===== src/inc/duty_pkg.sv =====
// package: map, field layout and reset values of the duty register bank
// assumes a 32-bit apb master; register index times four is the byte address
package duty_pkg;
    localparam int NUM_CH = 12;               // channels served
    localparam int ADDR_W = 12;               // apb byte address width
    // register indices, byte address is four times the index
    localparam logic [9:0] IDX_DUTY_HIGH_CH0 = 10'h020;
    localparam logic [9:0] IDX_DUTY_HIGH_CH1 = 10'h021;
    localparam logic [9:0] IDX_DUTY_HIGH_CH2 = 10'h022;
    localparam logic [9:0] IDX_DUTY_HIGH_CH3 = 10'h023;
    localparam logic [9:0] IDX_DUTY_HIGH_CH4 = 10'h024;
    localparam logic [9:0] IDX_DUTY_HIGH_CH5 = 10'h025;
    localparam logic [9:0] IDX_DUTY_HIGH_CH6 = 10'h026;
    localparam logic [9:0] IDX_DUTY_HIGH_CH7 = 10'h027;
    localparam logic [9:0] IDX_DUTY_HIGH_CH8 = 10'h028;
    localparam logic [9:0] IDX_DUTY_HIGH_CH9 = 10'h029;
    localparam logic [9:0] IDX_DUTY_HIGH_CH10 = 10'h02a;
    localparam logic [9:0] IDX_DUTY_HIGH_CH11 = 10'h02b;
    localparam logic [9:0] IDX_DUTY_LOW_CH0 = 10'h040;
    localparam logic [9:0] IDX_DUTY_LOW_CH1 = 10'h041;
    // field layout
    localparam int HIGH_W = 8;                // upper field, bits 7-0
    localparam int LOW_W = 4;                 // lower nibble, bits 3-0
    // values after reset
    localparam logic [7:0] HIGH_RESET = 8'h00;  // until the stored copy loads
    localparam logic [3:0] LOW_RESET = 4'hf;    // lower nibble all ones
    localparam logic [31:0] RESERVED_READ = 32'h0000_0000;

    typedef logic [HIGH_W-1:0] high_t;
    typedef logic [LOW_W-1:0] low_t;
    typedef logic [HIGH_W+LOW_W-1:0] duty_t;

    // apb request from the master
    typedef struct packed {
        logic psel;
        logic penable;
        logic pwrite;
        logic [ADDR_W-1:0] paddr;
        logic [31:0] pwdata;
    } apb_req_t;

    // apb answer to the master
    typedef struct packed {
        logic pready;
        logic pslverr;
        logic [31:0] prdata;
    } apb_rsp_t;

    // address decode result
    typedef struct packed {
        logic hit;
        logic is_low;
        logic [3:0] ch;
    } dec_t;
endpackage


===== src/led_duty_regs.sv =====
// file: apb register bank with the 12-bit duty settings of 12 led channels
// assumes the stored duty copies are static and on the mclk domain
// and an apb master that holds each request until pready is high
`timescale 1ns/1ps

// What this block does
// - channels 1-11 upper byte registers, read/write
// - upper register at index 20h+n drives channel n
// - upper registers load stored copy after reset
// - channel zero lower nibble resets to all ones
// - lower register own index, bits 7-4 read zero
// - channel zero upper register loads stored copy
// - lower registers for channels 1-11 follow consecutively
module led_duty_regs (
    // clock and reset
    input wire logic mclk,
    input wire logic rst,
    // apb slave
    input wire duty_pkg::apb_req_t apb_req,
    output duty_pkg::apb_rsp_t apb_rsp,
    // nonvolatile copies of the upper duty bytes
    input wire duty_pkg::high_t [duty_pkg::NUM_CH-1:0] stored_duty_copy,
    // duty values to the pwm generators
    output duty_pkg::duty_t [duty_pkg::NUM_CH-1:0] duty
);

    // decode a byte address into channel and upper or lower register
    function automatic duty_pkg::dec_t decode(
        input logic [duty_pkg::ADDR_W-1:0] addr
    );
        duty_pkg::dec_t d;
        logic [9:0] idx;
        d = '0;
        idx = addr[duty_pkg::ADDR_W-1:2];
        if (addr[1:0] != 2'h0) begin
            d.hit = 1'b0;               // unaligned byte address
        end else if (idx >= duty_pkg::IDX_DUTY_HIGH_CH0 &&
                     idx <= duty_pkg::IDX_DUTY_HIGH_CH11) begin
            d.hit = 1'b1;               // upper byte block
            d.ch = 4'(idx - duty_pkg::IDX_DUTY_HIGH_CH0);
        end else if (idx >= duty_pkg::IDX_DUTY_LOW_CH0 &&
                     idx < duty_pkg::IDX_DUTY_LOW_CH0 + 10'(duty_pkg::NUM_CH))
                     begin
            d.hit = 1'b1;               // lower nibble block
            d.is_low = 1'b1;
            d.ch = 4'(idx - duty_pkg::IDX_DUTY_LOW_CH0);
        end
        return d;
    endfunction

    // register state
    duty_pkg::high_t [duty_pkg::NUM_CH-1:0] high;  // upper duty bytes
    duty_pkg::low_t [duty_pkg::NUM_CH-1:0] low;    // lower duty nibbles
    logic load_pending;                           // stored copy not yet taken
    duty_pkg::high_t [duty_pkg::NUM_CH-1:0] next_high;
    duty_pkg::low_t [duty_pkg::NUM_CH-1:0] next_low;
    logic next_load_pending;
    // bus answer state
    duty_pkg::apb_rsp_t next_rsp;
    duty_pkg::duty_t [duty_pkg::NUM_CH-1:0] next_duty;
    // decoded request and handshake terms
    duty_pkg::dec_t dec;
    logic access_done;                            // transfer ends this edge
    logic wr_en;                                  // write takes effect

    assign dec = decode(apb_req.paddr);
    assign access_done = apb_req.psel && apb_req.penable && apb_rsp.pready;
    assign wr_en = access_done && apb_req.pwrite && dec.hit;

    // next values of the duty registers
    always_comb begin
        next_high = high;
        next_low = low;
        next_load_pending = 1'b0;
        if (load_pending) begin
            // first edge after reset: take the stored copies
            next_high = stored_duty_copy;
        end else if (wr_en) begin
            if (dec.is_low) begin
                // lower nibble only, upper bits are reserved
                next_low[dec.ch] =
                    apb_req.pwdata[duty_pkg::LOW_W-1:0];
            end else begin
                // whole upper byte
                next_high[dec.ch] =
                    apb_req.pwdata[duty_pkg::HIGH_W-1:0];
            end
        end
    end

    // duty registers
    always_ff @(posedge mclk or posedge rst) begin
        if (rst) begin
            high <= {duty_pkg::NUM_CH{duty_pkg::HIGH_RESET}};
            low <= {duty_pkg::NUM_CH{duty_pkg::LOW_RESET}};
            load_pending <= 1'b1;
        end else begin
            high <= next_high;
            low <= next_low;
            load_pending <= next_load_pending;
        end
    end

    // next apb answer: ready one cycle after the request is seen
    always_comb begin
        next_rsp = '0;
        if (apb_req.psel && !apb_rsp.pready && !load_pending) begin
            // answer stands for exactly one cycle
            next_rsp.pready = 1'b1;
            next_rsp.pslverr = !dec.hit;
            if (dec.hit && !apb_req.pwrite) begin
                if (dec.is_low) begin
                    // reserved bits 7-4 and above read as zero
                    next_rsp.prdata = duty_pkg::RESERVED_READ |
                                      32'(low[dec.ch]);
                end else begin
                    next_rsp.prdata = duty_pkg::RESERVED_READ |
                                      32'(high[dec.ch]);
                end
            end
        end
    end

    // next duty outputs: upper byte above the lower nibble
    always_comb begin
        for (int i = 0; i < duty_pkg::NUM_CH; i++) begin
            next_duty[i] = {high[i], low[i]};
        end
    end

    // apb answer and duty output registers
    always_ff @(posedge mclk or posedge rst) begin
        if (rst) begin
            apb_rsp <= '0;
            duty <= '0;
        end else begin
            apb_rsp <= next_rsp;
            duty <= next_duty;
        end
    end
endmodule // led_duty_regs


===== config.mk =====
export PLATFORM = sky130hd
export DESIGN_NAME = led_duty_regs
export DESIGN_NICKNAME = d
export VERILOG_FILES = /design/src/inc/duty_pkg.sv /design/src/led_duty_regs.sv
export SDC_FILE = /design/constraint.sdc
export NUM_CORES = 1
export LEC_CHECK = 0
export BUFFER_PORTS_ARGS = -buffer_cell sky130_fd_sc_hd__buf_2
export CAP_MARGIN = 25
export CORE_UTILIZATION = 49
export CTS_BUF_LIST = sky130_fd_sc_hd__clkbuf_8
export DETAILED_ROUTE_END_ITERATION = 8
export GPL_TIMING_DRIVEN = 0
export HOLD_SLACK_MARGIN = 0.03
export PLACE_DENSITY = 0.78
export RECOVER_POWER = 50
export SETUP_SLACK_MARGIN = 0.15
export SYNTH_ARGS = -nofsm -noshare
export SYNTH_HDL_FRONTEND = slang
export SYNTH_SLANG_ARGS = --single-unit

===== constraint.sdc =====
create_clock -name mclk -period 10.2 [get_ports mclk]
set_input_delay 1.53 -clock mclk [delete_from_list [all_inputs] [get_ports mclk]]
set_output_delay 1.53 -clock mclk [all_outputs]
set_load 0.02 [all_outputs]

==> run metrics <==
Site Rows=56; Max Slew Vio Count=61; # setup viols final=0; clock latency of the later-clocked register in the worst-skew pair=0.58 ns; number of cells produced by synthesis=894; Setup Fix Bufs, Post-CTS=0; remaining global-route overflow=0; number of distinct library cell variants in the gate-level netlist after synthesis=56; Final Cycle Share=38.0%; vias in the first global route=8952; total negative slack=0 ns; relative max-transition margin=-75.2%; number of flops mapped to enable cells by yosys=0; Initial Utilization=50.7%; worst hold stages=0; final critical-path required period=3.87 ns; total iterations of the first detailed-routing run=5; # DRC=0; violated checks=capacitance limit, slew limit; final worst setup slack=6.33 ns; highest attainable clock frequency=0.258 GHz; Resized cells post-CTS=0; RSZ-0062 raised after global routing=false; Clock Pin Slew Worst Setup and Hold Paths=0.07 ns; total I/O pin count=323; layout cell share with drive strength beyond 1=36.7%; Mapped Area=12000 µm²; Critical Path RT=10.59 ns; sequential group share of total power=50.6%; quantity of I/O buffers inserted on ports=268; count of warnings emitted by yosys=0; crit path capture type=flop; die width=159 µm; most frequently used flop master after synthesis=dfrtp_1; fraction of power consumed by combinational cells=11.2%; number of nets with antenna violations after detailed routing=0; Clock Tree Root=clkbuf_8; post-layout total power=2.58 mW; total detailed-routing wirelength=36.6 mm; average size of a mapped cell=13.5 µm²; placement-stage worst setup slack=5.82 ns; TritonCTS sink count=299; worst endpoint data arrival time=4.26 ns; area of the die=25200 µm²; final core occ=62.4%; worst reg-to-reg path cell count=6; clock skew after layout=0.0338 ns; routability-driven placement congestion ratio=0.937; Async SR Flop Fraction=100%; placeable core region=23800 µm²; crit path launch type=input port; H-tree levels=2; Routed WL per cell=23.1 µm; area growth from synthesis to layout=23.2%; fin nets=1380; leak pwr=7.60 nW; hold buffer count at cts=0; clock tree from TritonCTS=done; start-to-end type of the worst setup path=input port to flop; Net Sw Power=0.690 mW; Vias/cell=5.58; global routing usage summed across all routing layers=29.3%; antenna violations before repair=2; TritonCTS buffer count=45; height of the chip=159 µm; part of the power in the clock network=38.2%; global-route wire length before repair=55.0 mm; Switching Fraction=26.8%; internal power contribution=1.89 mW; worst IR drop on VDD=0.0814 mV; sequential share of the synthesized area=62.7%; number of buffers on the longest clock path=3; #FFs+latches synth=299; count of max-cap constraint violations=1; largest driver fanout on the critical path=10; total number of vias=8861; DRC marker count from the first detailed-route iteration=659; transition time of the tightest slew-check pin=2.61 ns; Hold WC Path Type=flop to flop; final std cells w/o fill=1588; post-detail-place hpwl=27.0 mm; final hold viol count=0; number of cells after detailed placement=1507; result of the run=finished, violations left; total power divided by cell area=174 nW/µm²; pin count of the biggest net entering global routing=133
## final cells by class
class | count | area, µm²
repair buffers | 270 | 1390
fillers | 1907 | 8920
inverters | 5 | 20.0
flip-flops and latches | 299 | 7540
clock inverters | 23 | 130
multi-input cells | 531 | 4120
diodes | 1 | 2.50
plain buffers | 83 | 444
clock buffers | 57 | 785
well taps | 319 | 399
## per-layer routing
layer / track usage (%) / vias up / share of wire [%]
li1: - / 3860 / -
met1: 39.8 / 4451 / 42
met2: 47.2 / 475 / 48
met3: 6.11 / 71 / 8.2
met4: 9.27 / 4 / 2.3
met5: 0 / - / 0.074
## power by group through the flow
stage                     Clock [mW]  Sequential [mW]  Combinational, mW
final                          0.984             1.30              0.289
after global routing            1.05             1.31              0.309
after detailed placement           0             1.32              0.288
after floorplan                    0             1.35              0.129
after CTS                       1.00             1.30              0.289
after global placement             0             1.32              0.280
## layout by cell type (no fill, tap or decap), drive strengths merged, types with 6 or more instances in the layout
cell type | synthesis | routed
o21ai | 79 | 79
nor2b | 10 | 10
a221o | 20 | 20
conb | 1 | 25
nor3b | 25 | 25
a221oi | 6 | 6
mux4 | 12 | 12
o22ai | 7 | 7
nor3 | 6 | 6
nor4 | 8 | 8
a21oi | 10 | 10
dfstp | 49 | 49
o221ai | 9 | 9
mux2 | 72 | 72
nand3 | 19 | 19
clkbuf | 36 | 100
mux2i | 86 | 86
dfrtp | 250 | 250
and3 | 7 | 7
buf | 47 | 310
nand2 | 80 | 80
nor2 | 9 | 9
inv | 5 | 22
## worst paths after layout
path,from,endpoint,slack [ns]
max,apb_req[35],apb_rsp[1]$_DFF_PP0_,6.33
min,high[92]$_DFFE_PP0P_,duty[140]$_DFF_PP0_,0.38
max reg2reg,load_pending$_DFF_PP1_,high[48]$_DFFE_PP0P_,7.24
min reg2reg,high[92]$_DFFE_PP0P_,duty[140]$_DFF_PP0_,0.38
max in group asynchronous,rst,duty[56]$_DFF_PP0_,6.60
min in group asynchronous,rst,duty[31]$_DFF_PP0_,1.69
## through the flow
stage,cell area [µm²],hold WS [ns]
after floorplan,12100,0.362
after global placement,13900,0.376
after detailed placement,13900,0.384
after CTS,14800,0.389
after global routing,14800,0.398
final,14800,0.380
## critical path, cell delays in order
cell and delay (ns):
buf_2 0.09, buf_2 0.25, buf_1 0.73, buf_1 0.72, mux2i_1 0.28, a21oi_1 0.11
o22ai_1 0.35, o32ai_1 0.19
## flip-flops by register name, indices dropped and copies added, names as in the netlist
| name | count |
|---|---|
| apb_rsp | 10 |
| duty | 144 |
| load_pending | 1 |
| low | 48 |
| high | 96 |
## Yosys cell counts, types with 4 or more instances
master	instances	share of area [%]
and3_1	7	0.36
nor4_4	5	0.88
buf_2	10	0.42
o22ai_1	7	0.36
buf_4	28	1.7
nor2b_1	10	0.52
inv_1	5	0.16
nor3_1	5	0.21
clkbuf_1	36	1.1
mux2_1	8	0.75
a211oi_1	4	0.25
nor2_1	9	0.28
nand2b_1	5	0.26
nand2_1	80	2.5
mux4_2	12	2.2
o221ai_1	9	0.65
mux2i_1	86	7.2
a221o_1	20	1.7
a21oi_1	10	0.42
nand3_2	6	0.50
mux2_2	64	6.0
dfrtp_1	250	52
a221oi_1	6	0.44
dfstp_2	49	11
buf_1	7	0.22
nand4_1	4	0.21
nor3b_1	23	1.4
o21ai_0	78	3.2
nand3_1	12	0.50
## cells by family after synthesis
logic type             synth area share [%]
flip-flops                             62.7
XOR/XNOR                              0.146
AO/OA/AOI/OAI                          8.28
other                                0.0312
buffers and inverters                  3.85
multiplexers                           16.1
AND/OR/NAND/NOR                        8.89
Note: power is estimated with default switching activity, not from simulation.
